===== src/rtl/gpio_mux_cfg.svh =====
`ifndef GPIO_MUX_CFG_SVH
`define GPIO_MUX_CFG_SVH

`define OFS_PIN_LEVEL_STATUS    8'h0e
`define OFS_PIN_INPUT_ENABLES   8'h0f
`define OFS_PIN0_OUTPUT_CONTROL 8'h10
`define OFS_RX_PORT_CONTROL     8'h0c

`define RST_PIN_LEVEL_STATUS    8'h00
`define RST_PIN_INPUT_ENABLES   8'hff
`define RST_PIN0_OUTPUT_CONTROL 8'h00
`define RST_RX_PORT_CONTROL     4'hf

`define POS_DRIVE_ENABLE        0
`define POS_DRIVE_VALUE         1
`define POS_SOURCE_LO           2
`define POS_SOURCE_HI           4
`define POS_SIGNAL_LO           5
`define POS_SIGNAL_HI           7

`endif


===== src/rtl/gpio_mux_pkg.sv =====
package gpio_mux_pkg;

    typedef enum logic [2:0] {
        SRC_RX0    = 3'h0,
        SRC_RX1    = 3'h1,
        SRC_RX2    = 3'h2,
        SRC_RX3    = 3'h3,
        SRC_DEVICE = 3'h4,
        SRC_RSVD5  = 3'h5,
        SRC_CSI_TX = 3'h6,
        SRC_RSVD7  = 3'h7
    } source_t;

    // status of one receiver port
    typedef struct packed {
        logic [3:0] remote_pins;
        logic       lock;
        logic       pass;
        logic       frame_valid;
        logic       line_valid;
    } rx_status_t;

    // status of the csi-2 transmit port
    typedef struct packed {
        logic pass_and;
        logic pass_or;
        logic frame_active;
        logic line_active;
        logic synchronized;
        logic interrupt;
    } tx_status_t;

endpackage : gpio_mux_pkg


===== src/rtl/gpio_status_input_output_mux.sv =====
// Our own choice: the strobed register port.
`timescale 1ns/1ps
`include "gpio_mux_cfg.svh"
module gpio_status_input_output_mux
    import gpio_mux_pkg::*;
(
    input  wire logic           sys_clk_i,
    input  wire logic           rst_i,
    input  wire logic [7:0]     addr_i,
    input  wire logic [7:0]     wdata_i,
    input  wire logic           wr_i,
    input  wire logic           rd_i,
    output logic      [7:0]     rdata_o,
    input  wire logic [7:0]     pin_level_i,
    output logic                pin0_out_o,
    output logic                pin0_oe_o,
    input  wire rx_status_t [3:0] rx_status_i,
    input  wire tx_status_t     tx_status_i,
    input  wire logic           frame_sync_pulse_i,
    output logic      [3:0]     receiver_port_enable_o
);

    // ******************************************************
    // registers
    // ******************************************************
    logic [7:0] pin_level_bits;
    logic [7:0] pin_input_enables;
    logic [7:0] pin0_output_control;
    logic [3:0] receiver_port_enable;

    logic       pin0_drive_enable;
    logic       pin0_drive_value;
    source_t    pin0_source_select;
    logic [2:0] pin0_signal_select;

    assign pin0_drive_enable  = pin0_output_control[`POS_DRIVE_ENABLE];
    assign pin0_drive_value   = pin0_output_control[`POS_DRIVE_VALUE];
    assign pin0_source_select = source_t'(pin0_output_control[`POS_SOURCE_HI:`POS_SOURCE_LO]);
    assign pin0_signal_select = pin0_output_control[`POS_SIGNAL_HI:`POS_SIGNAL_LO];

    // ******************************************************
    // address decode
    // ******************************************************
    logic       hit_status;
    logic       hit_inputs;
    logic       hit_control;
    logic       hit_ports;
    logic       write_inputs;
    logic       write_control;
    logic       write_ports;
    logic       read_status;
    logic       read_inputs;
    logic       read_control;
    logic       read_ports;

    // exact decode: an alias would let a stray write reach the pin controls
    assign hit_status    = (addr_i == `OFS_PIN_LEVEL_STATUS);
    assign hit_inputs    = (addr_i == `OFS_PIN_INPUT_ENABLES);
    assign hit_control   = (addr_i == `OFS_PIN0_OUTPUT_CONTROL);
    assign hit_ports     = (addr_i == `OFS_RX_PORT_CONTROL);
    // status gets no write strobe, which keeps it read-only
    assign write_inputs  = wr_i & hit_inputs;
    assign write_control = wr_i & hit_control;
    assign write_ports   = wr_i & hit_ports;
    assign read_status   = rd_i & hit_status;
    assign read_inputs   = rd_i & hit_inputs;
    assign read_control  = rd_i & hit_control;
    assign read_ports    = rd_i & hit_ports;

    // ******************************************************
    // register storage
    // ******************************************************
    always_ff @(posedge sys_clk_i or posedge rst_i) begin
        if (rst_i) begin
            pin_input_enables <= `RST_PIN_INPUT_ENABLES;
        end else if (write_inputs) begin
            pin_input_enables <= wdata_i;
        end
    end

    always_ff @(posedge sys_clk_i or posedge rst_i) begin
        if (rst_i) begin
            pin0_output_control <= `RST_PIN0_OUTPUT_CONTROL;
        end else if (write_control) begin
            pin0_output_control <= wdata_i;
        end
    end

    always_ff @(posedge sys_clk_i or posedge rst_i) begin
        if (rst_i) begin
            receiver_port_enable <= `RST_RX_PORT_CONTROL;
        end else if (write_ports) begin
            receiver_port_enable <= wdata_i[3:0];
        end
    end

    assign receiver_port_enable_o = receiver_port_enable;

    // ******************************************************
    // pin sampling
    // ******************************************************
    // one cycle sample, so status lags the pins by one clock
    logic [7:0] gated_level;

    generate
        for (genvar i = 0; i < 8; i++) begin : g_sample
            // a disabled input reads 0 instead of following the pin
            assign gated_level[i] = pin_level_i[i] & pin_input_enables[i];

            always_ff @(posedge sys_clk_i or posedge rst_i) begin
                if (rst_i) begin
                    pin_level_bits[i] <= 1'b0;
                end else begin
                    pin_level_bits[i] <= gated_level[i];
                end
            end
        end
    endgenerate

    // ******************************************************
    // read port
    // ******************************************************
    logic [7:0] next_rdata;

    always_comb begin
        next_rdata = 8'h00;
        if (read_status) begin
            next_rdata = pin_level_bits;
        end else if (read_inputs) begin
            next_rdata = pin_input_enables;
        end else if (read_control) begin
            next_rdata = pin0_output_control;
        end else if (read_ports) begin
            next_rdata = {4'h0, receiver_port_enable};
        end else begin
            next_rdata = 8'h00;
        end
    end

    // registered: read data stands only in the cycle after the strobe
    always_ff @(posedge sys_clk_i or posedge rst_i) begin
        if (rst_i) begin
            rdata_o <= 8'h00;
        end else begin
            rdata_o <= next_rdata;
        end
    end

    // ******************************************************
    // combined receiver status
    // ******************************************************
    logic [3:0] lock_gated;
    logic [3:0] pass_gated;
    logic       lock_any;
    logic       pass_all;

    // disabled ports neither raise lock nor veto pass
    generate
        for (genvar p = 0; p < 4; p++) begin : g_port_gate
            assign lock_gated[p] = rx_status_i[p].lock & receiver_port_enable[p];
            assign pass_gated[p] = rx_status_i[p].pass | ~receiver_port_enable[p];
        end
    endgenerate

    // with no port enabled, lock reads 0 and pass reads 1
    assign lock_any = |lock_gated;
    assign pass_all = &pass_gated;

    // ******************************************************
    // signal pickers, one per source kind: receiver (shared by all four ports), device, transmit
    // ******************************************************
    logic [1:0] rx_port;
    rx_status_t rx_sel;
    logic       rx_pick;
    logic       dev_pick;
    logic       tx_pick;

    assign rx_port = pin0_source_select[1:0];
    assign rx_sel  = rx_status_i[rx_port];

    always_comb begin
        rx_pick = 1'b0;
        case (pin0_signal_select)
            3'h0: begin
                rx_pick = rx_sel.remote_pins[0];
            end
            3'h1: begin
                rx_pick = rx_sel.remote_pins[1];
            end
            3'h2: begin
                rx_pick = rx_sel.remote_pins[2];
            end
            3'h3: begin
                rx_pick = rx_sel.remote_pins[3];
            end
            3'h4: begin
                rx_pick = rx_sel.lock;
            end
            3'h5: begin
                rx_pick = rx_sel.pass;
            end
            3'h6: begin
                rx_pick = rx_sel.frame_valid;
            end
            default: begin
                rx_pick = rx_sel.line_valid;
            end
        endcase
    end

    always_comb begin
        dev_pick = 1'b0;
        case (pin0_signal_select)
            3'h0: begin
                dev_pick = pin0_drive_value;
            end
            3'h1: begin
                dev_pick = lock_any;
            end
            3'h2, 3'h3: begin
                dev_pick = pass_all;
            end
            3'h4: begin
                dev_pick = frame_sync_pulse_i;
            end
            default: begin
                dev_pick = 1'b0;
            end
        endcase
    end

    always_comb begin
        tx_pick = 1'b0;
        case (pin0_signal_select)
            3'h0: begin
                tx_pick = tx_status_i.pass_and;
            end
            3'h1: begin
                tx_pick = tx_status_i.pass_or;
            end
            3'h2: begin
                tx_pick = tx_status_i.frame_active;
            end
            3'h3: begin
                tx_pick = tx_status_i.line_active;
            end
            3'h4: begin
                tx_pick = tx_status_i.synchronized;
            end
            3'h5: begin
                tx_pick = tx_status_i.interrupt;
            end
            default: begin
                tx_pick = 1'b0;
            end
        endcase
    end

    // ******************************************************
    // source mux
    // ******************************************************
    logic       next_pin0_out;

    always_comb begin
        next_pin0_out = 1'b0;
        case (pin0_source_select)
            SRC_RX0, SRC_RX1, SRC_RX2, SRC_RX3: begin
                next_pin0_out = rx_pick;
            end
            SRC_DEVICE: begin
                next_pin0_out = dev_pick;
            end
            SRC_CSI_TX: begin
                next_pin0_out = tx_pick;
            end
            // reserved sources drive low rather than echo a neighbour
            default: begin
                next_pin0_out = 1'b0;
            end
        endcase
    end

    // ******************************************************
    // pin drive
    // ******************************************************
    // registered so the pin never glitches while the mux settles
    always_ff @(posedge sys_clk_i or posedge rst_i) begin
        if (rst_i) begin
            pin0_out_o <= 1'b0;
        end else begin
            pin0_out_o <= next_pin0_out & pin0_drive_enable;
        end
    end

    always_ff @(posedge sys_clk_i or posedge rst_i) begin
        if (rst_i) begin
            pin0_oe_o <= 1'b0;
        end else begin
            pin0_oe_o <= pin0_drive_enable;
        end
    end

endmodule : gpio_status_input_output_mux


===== config.mk =====
export PLATFORM = sky130hd
export DESIGN_NAME = gpio_status_input_output_mux
export DESIGN_NICKNAME = d
export VERILOG_FILES = /design/src/rtl/gpio_mux_pkg.sv /design/src/rtl/gpio_status_input_output_mux.sv
export VERILOG_INCLUDE_DIRS = /design/src /design/src/rtl
export SDC_FILE = /design/constraint.sdc
export NUM_CORES = 1
export LEC_CHECK = 0
export BUFFER_PORTS_ARGS = -buffer_cell sky130_fd_sc_hd__buf_2
export CAP_MARGIN = 25
export CORE_AREA = 5 5 88 90
export DETAILED_ROUTE_END_ITERATION = 8
export DIE_AREA = 0 0 93 95
export PLACE_DENSITY = 0.53
export SYNTH_ARGS = -nofsm -noshare
export SYNTH_HDL_FRONTEND = slang
export SYNTH_SLANG_ARGS = --single-unit

===== constraint.sdc =====
create_clock -name sys_clk_i -period 1.8 [get_ports sys_clk_i]
set_clock_uncertainty 0.05 [all_clocks]
set_input_delay 0.18 -clock sys_clk_i [delete_from_list [all_inputs] [get_ports sys_clk_i]]
set_output_delay 0.18 -clock sys_clk_i [all_outputs]
set_load 0.01 [all_outputs]

Yosys cells after proc, flatten, opt, wreduce, memory -nomap -nowiden

Index checks and enable logic that the tools add are counted.

Register bits: 38
Input port bits: 67
Output and inout port bits: 14
Word-level logic and storage cells: 74

$lt $le $gt $ge: 1
Equal/unequal tests: 15
Muxes and demuxes: 10
Bitwise logic cells: 28
Reduce and logical (&&, ||, !) cells: 6

Operators with widths:

| kind                                                                          | number |
|---|---|
| 8-bit two-way mux                                                             | 4 |
| 8-bit by 4-bit == test with 1-bit output (second input constant)              | 3 |
| 1-bit AND                                                                     | 20 |
| 8-bit binary-select mux with 2-bit select                                     | 1 |
| 3-bit == test (second input constant)                                         | 5 |
| 3-bit by 2-bit == test with 1-bit output (second input constant)              | 4 |
| 8-bit by 5-bit == test with 1-bit output (second input constant)              | 1 |
| 4-bit OR reduction                                                            | 2 |
| 1-bit one-hot mux with 7 select lines                                         | 1 |
| 3-bit by 1-bit == test with 1-bit output (second input constant)              | 2 |
| 3-bit logical NOT                                                             | 2 |
| 1-bit one-hot mux with 6 select lines                                         | 1 |
| 4-bit two-way mux                                                             | 1 |
| 1-bit inverter                                                                | 4 |
| 1-bit bitwise OR                                                              | 4 |
| 1-bit one-hot mux with 4 select lines                                         | 1 |
| 4-bit AND reduction                                                           | 1 |
| 2-bit by 3-bit less-than comparator with 1-bit output (second input constant) | 1 |
| 1-bit one-hot mux with 3 select lines                                         | 1 |
| 2-bit OR reduction                                                            | 1 |

Longest topological paths before layout

Depth after elaboration: 6
Depth in mapped cells: 6
Gate-level depth less buffers: 5

Worst setup path before layout

No wires, ideal clock.

Path kind: register to register
Start point: reg pin0_output_control[2]
End point: reg pin0_out_o
Library setup time: 0.120 ns
Data arrival time: 1.709 ns
Data required time: 1.630 ns
Setup slack: -0.080 ns
Stages on the path, launching flop included: 7
Buffers on the path: 1
Period minus slack after synthesis: 1.880 ns
Path through: dfrtp_1 -> buf_6 -> mux4_1 -> mux2_2 -> a31oi_1 -> o21ai_1 -> o211a_1

Word-level cells in the longest chain between the ends: 5
Elaborated cells between the ends (all ways): 12
Those cells by class: eq/ne: 5; mux: 4; bitwise: 1; reduce/logical: 2

Ends and longest elaborated chain:

| what                                      | RTL line                            | RTL |
|---|---|---|
| start: declaration                        | gpio_status_input_output_mux.sv:28  | `logic [7:0] pin0_output_control;` |
| start signal: assignment                  | gpio_status_input_output_mux.sv:83  | `` pin0_output_control <= `RST_PIN0_OUTPUT_CONTROL; `` |
| start signal: assignment                  | gpio_status_input_output_mux.sv:85  | `pin0_output_control <= wdata_i;` |
| 8-bit binary-select mux with 2-bit select | gpio_status_input_output_mux.sv:179 | `assign rx_sel = rx_status_i[rx_port];` |
| 8-bit two-way mux (not written as such)   | gpio_status_input_output_mux.sv:179 |  |
| 1-bit one-hot mux with 7 select lines     | gpio_status_input_output_mux.sv:183 | `case (pin0_signal_select)` |
| 1-bit one-hot mux with 3 select lines *   | gpio_status_input_output_mux.sv:266 | `case (pin0_source_select)` |
| 1-bit AND *                               | gpio_status_input_output_mux.sv:291 | `pin0_out_o <= next_pin0_out & pin0_drive_enable;` |
| end signal: assignment                    | gpio_status_input_output_mux.sv:291 |  |
| end: declaration                          | gpio_status_input_output_mux.sv:15  | `output logic pin0_out_o,` |

Every way passes the cells marked *; elsewhere a longest branch is shown, timed or not. The select of a mux whose other input is x is not followed.
A chain may end at the register's enable or synchronous reset.

Final worst setup path

Ends and elaborated chain as after synthesis.

==> impl_metrics.csv <==
group,metric,value,unit
cts,cts_tree,"done",
die,core_area,6980,um2
timing,tightest_slew,483,ps
timing,hold_viol,0,
cts,cts_sinks,38,
worst_setup_path,ff2ff_path_depth,5,
logic_synthesis,ys_warn_count,0,
cts,cts_setup_buffers,0,
cts,cts_made_buffers,5,
placed_design,dpl-instance-area,2540,um2
placed_design,dpl.cell_count,329,
logic_synthesis,synth_cells,163,
timing,finalSetupViolCount,1,
grt,grt_pass1_vias,1792,
logic_synthesis,syn_area_per_cell,12.3,um2
final_layout,design_area,2690,um2
final_layout,n_antenna_cell,0,
power_and_ir_drop,p_clk_share,38.6,%
worst_setup_path,end_kind,"register",
grt,antenna_found_initial,0,
timing,whs,44.4,ps
drt,wl_per_cell,16.3,um
power_and_ir_drop,p_sw_share,24.1,%
logic_synthesis,async_flop_share,100,%
final_layout,drive_gt1_share,56.3,%
timing,tns,-63.1,ps
final_layout,utilization,38.6,%
timing,setup_ws,-63.1,ps
logic_synthesis,synth.top_cells.by_area,"dfrtp_1, dfstp_2, mux2_2",
run_status,status,"complete, but fails checks",
power_and_ir_drop,p_leak,1.35,nW
placed_design,place_ws,-203,ps
drt,wl,5510,um
logic_synthesis,yosysTopAreaCellShare,32.5,%
timing,slew_headroom,67.8,%
run_status,violations,"setup timing",
logic_synthesis,synth_area,2000,um2
power_and_ir_drop,total_power,1.91,mW
logic_synthesis,yosys.area.top_type,"dfrtp_1",
hold_path,holdPathStages,2,
logic_synthesis,postSynthNetCount,230,
drt,vias_per_cell,4.85,
power_and_ir_drop,p_int,1.45,mW
die,die_y,95,um
cts,htree_levels,2,
final_layout,final_cells,338,
logic_synthesis,synth-main-ff-cell,"dfrtp_1",
hold_path,holdCritStartpoint,"pin_level_i[0]",
grt,grt_max_degree,39,
worst_setup_path,r2r_start,"pin0_output_control[2]$_DFFE_PP0P_",
placed_design,gp_congestion,0.717,
run,cap_violations,0,
cts,clock-root-buffer,"clkbuf_8",
timing,fmax,0.537,GHz
placed_design,hpwl,4230,um
worst_setup_path,arrival,2000,ps
die,die_area,8840,um2
drt,drtPass1Iterations,4,
cts,clk_pin_slew,80,ps
power_and_ir_drop,power_density,709,nW/um2
grt,grtUsageTotal,13.0,%
cts,max-clock-path-buffers,2,
die,start_util,28.7,%
die,die-width,93,um
timing,rsz0062_at_grt,"yes",
logic_synthesis,seq_area_frac_synth,48.2,%
power_and_ir_drop,p_switching,0.460,mW
final_layout,syn2layout_area_growth,34.4,%
grt,grt_pass1_wl,8720,um
worst_setup_path,regToRegEndpoint,"pin0_out_o$_DFF_PP0_",
worst_setup_path,critPathMaxFanout,7,
worst_setup_path,startpoint_type,"register",
placed_design,port_buffers,80,
drt,drc,0,
hold_path,hold_path.class,"input pin to register",
worst_setup_path,path_class,"register to register",
die,pin_count,81,
drt,detailroute.via_count,1639,
worst_setup_path,cp.required,1940,ps
die,rows,31,
logic_synthesis,synth_edf_count,0,
final_layout,nets,322,
final_layout,nFillCells,709,
hold_path,hold_end,"pin_level_bits[0]$_DFF_PP0_",
drt,drt_iter0_drc,51,
power_and_ir_drop,pwr-share-seq,48.2,%
logic_synthesis,ys_types,37,
worst_setup_path,rrSetupSlack,-60,ps
timing,fin_crit,1860,ps
power_and_ir_drop,power_frac_comb,13.2,%
grt,gr-total-overflow,0,
drt,ant_nets,0,
timing,slew_violations,0,
logic_synthesis,ys_ff_latch,38,
power_and_ir_drop,vdd_drop_max,450,uV
cts,clkLatencyLatePin,290,ps
timing,timing.final.crit_share,104,%
[cells in the final DEF (no fill, tap or decap), types with 2 or more instances in the layout]
cell / instances
nor2b_1: 3
mux2_1: 4
mux4_2: 4
nor2_1: 4
nand3_1: 2
clkbuf_8: 5
a22oi_1: 10
and2_1: 8
and3_1: 3
nand2b_1: 5
mux2_4: 2
dfstp_2: 12
nand4_1: 2
dfrtp_1: 25
mux2i_1: 2
mux2_2: 20
a21oi_1: 5
mux4_1: 4
inv_1: 8
buf_2: 80
clkinvlp_4: 2
nand2_1: 12
buf_4: 12
o21ai_0: 2
[final cells by class]
class	instances	area (um2)	area share, %
clock buffers	5	68.8	2.56
flip-flops and latches	38	967	35.9
inverters	9	33.8	1.25
repair buffers	93	500	18.6
clock inverters	3	45.0	1.67
well taps	82	103	3.81
multi-input cells	108	975	36.2
[power by group through the flow]
stage	sequential, mW	clock, mW	combinational (mW)
final	0.920	0.737	0.251
after global routing	0.926	0.800	0.278
after CTS	0.920	0.759	0.249
after detailed placement	0.935	0	0.241
after global placement	0.935	0	0.241
after floorplan	0.924	0	0.127
[kinds of logic (layout without fill, tap and decap cells)]
kind of cell / count (synthesis) / after routing / synth area share, %
AOI/OAI and AO/OA: 29 / 29 / 10.2
buffers and inverters: 17 / 110 / 4.12
DFF: 38 / 38 / 48.2
muxes: 36 / 36 / 25.9
and+or+nand+nor: 43 / 43 / 11.6
[worst max-delay path by stage]
stage,start,end,cells after the start
CTS,pin0_output_control[2]$_DFFE_PP0P_,pin0_out_o$_DFF_PP0_,5
detailed placement,pin0_output_control[2]$_DFFE_PP0P_,pin0_out_o$_DFF_PP0_,5
floorplan,pin0_output_control[2]$_DFFE_PP0P_,pin0_out_o$_DFF_PP0_,6
global route,pin0_output_control[2]$_DFFE_PP0P_,pin0_out_o$_DFF_PP0_,5
finish,pin0_output_control[2]$_DFFE_PP0P_,pin0_out_o$_DFF_PP0_,5
global placement,pin0_output_control[2]$_DFFE_PP0P_,pin0_out_o$_DFF_PP0_,5
[repair_timing]
| item | CTS | global route |
|---|---|---|
| pin swaps | 2 | 0 |
| endpoints found under the setup margin | 1 | 1 |
| hold buffers | 1 | 0 |
| cloned | 0 | 0 |
| hold endpoints to repair | 26 | 0 |
| gates resized for setup | 4 | 3 |
[critical path, stage by stage (launching register included)]
cell and delay, ps:
dfrtp_2 470, mux4_2 530, mux2_4 300, a31oi_4 160, o21ai_2 60, o211a_1 200
[Yosys cell counts, types with 2 or more instances]
cell type / count
mux2i_1: 2
and3_1: 3
inv_1: 8
buf_6: 2
dfstp_2: 12
nor2b_1: 3
mux2_1: 4
nand2b_1: 5
clkbuf_1: 5
nor2_1: 4
and2_1: 8
mux2_2: 22
nand2_1: 12
a21oi_1: 5
a31oi_1: 2
nand4_1: 2
mux4_1: 7
dfrtp_1: 26
o21ai_0: 2
a22oi_1: 11
nand3_1: 2
[state kept, by name (all words and copies together) (netlist names)]
register                flops
pin0_oe_o                   1
pin0_out_o                  1
pin0_output_control         8
pin_input_enables           8
pin_level_bits              8
rdata_o                     8
receiver_port_enable_o      4
[routing by layer]
| metal | wire length [um] | track usage [%] | share of wire, % | up-vias |
|---|---|---|---|---|
| li1 | - | - | - | 791 |
| met5 | 0 | 0 | 0 | - |
| met4 | 90 | 3.79 | 1.6 | 0 |
| met2 | 2750 | 22.0 | 50 | 45 |
| met1 | 2370 | 15.6 | 43 | 795 |
| met3 | 298 | 4.46 | 5.4 | 8 |
Note: power is estimated with default switching activity, not from simulation.
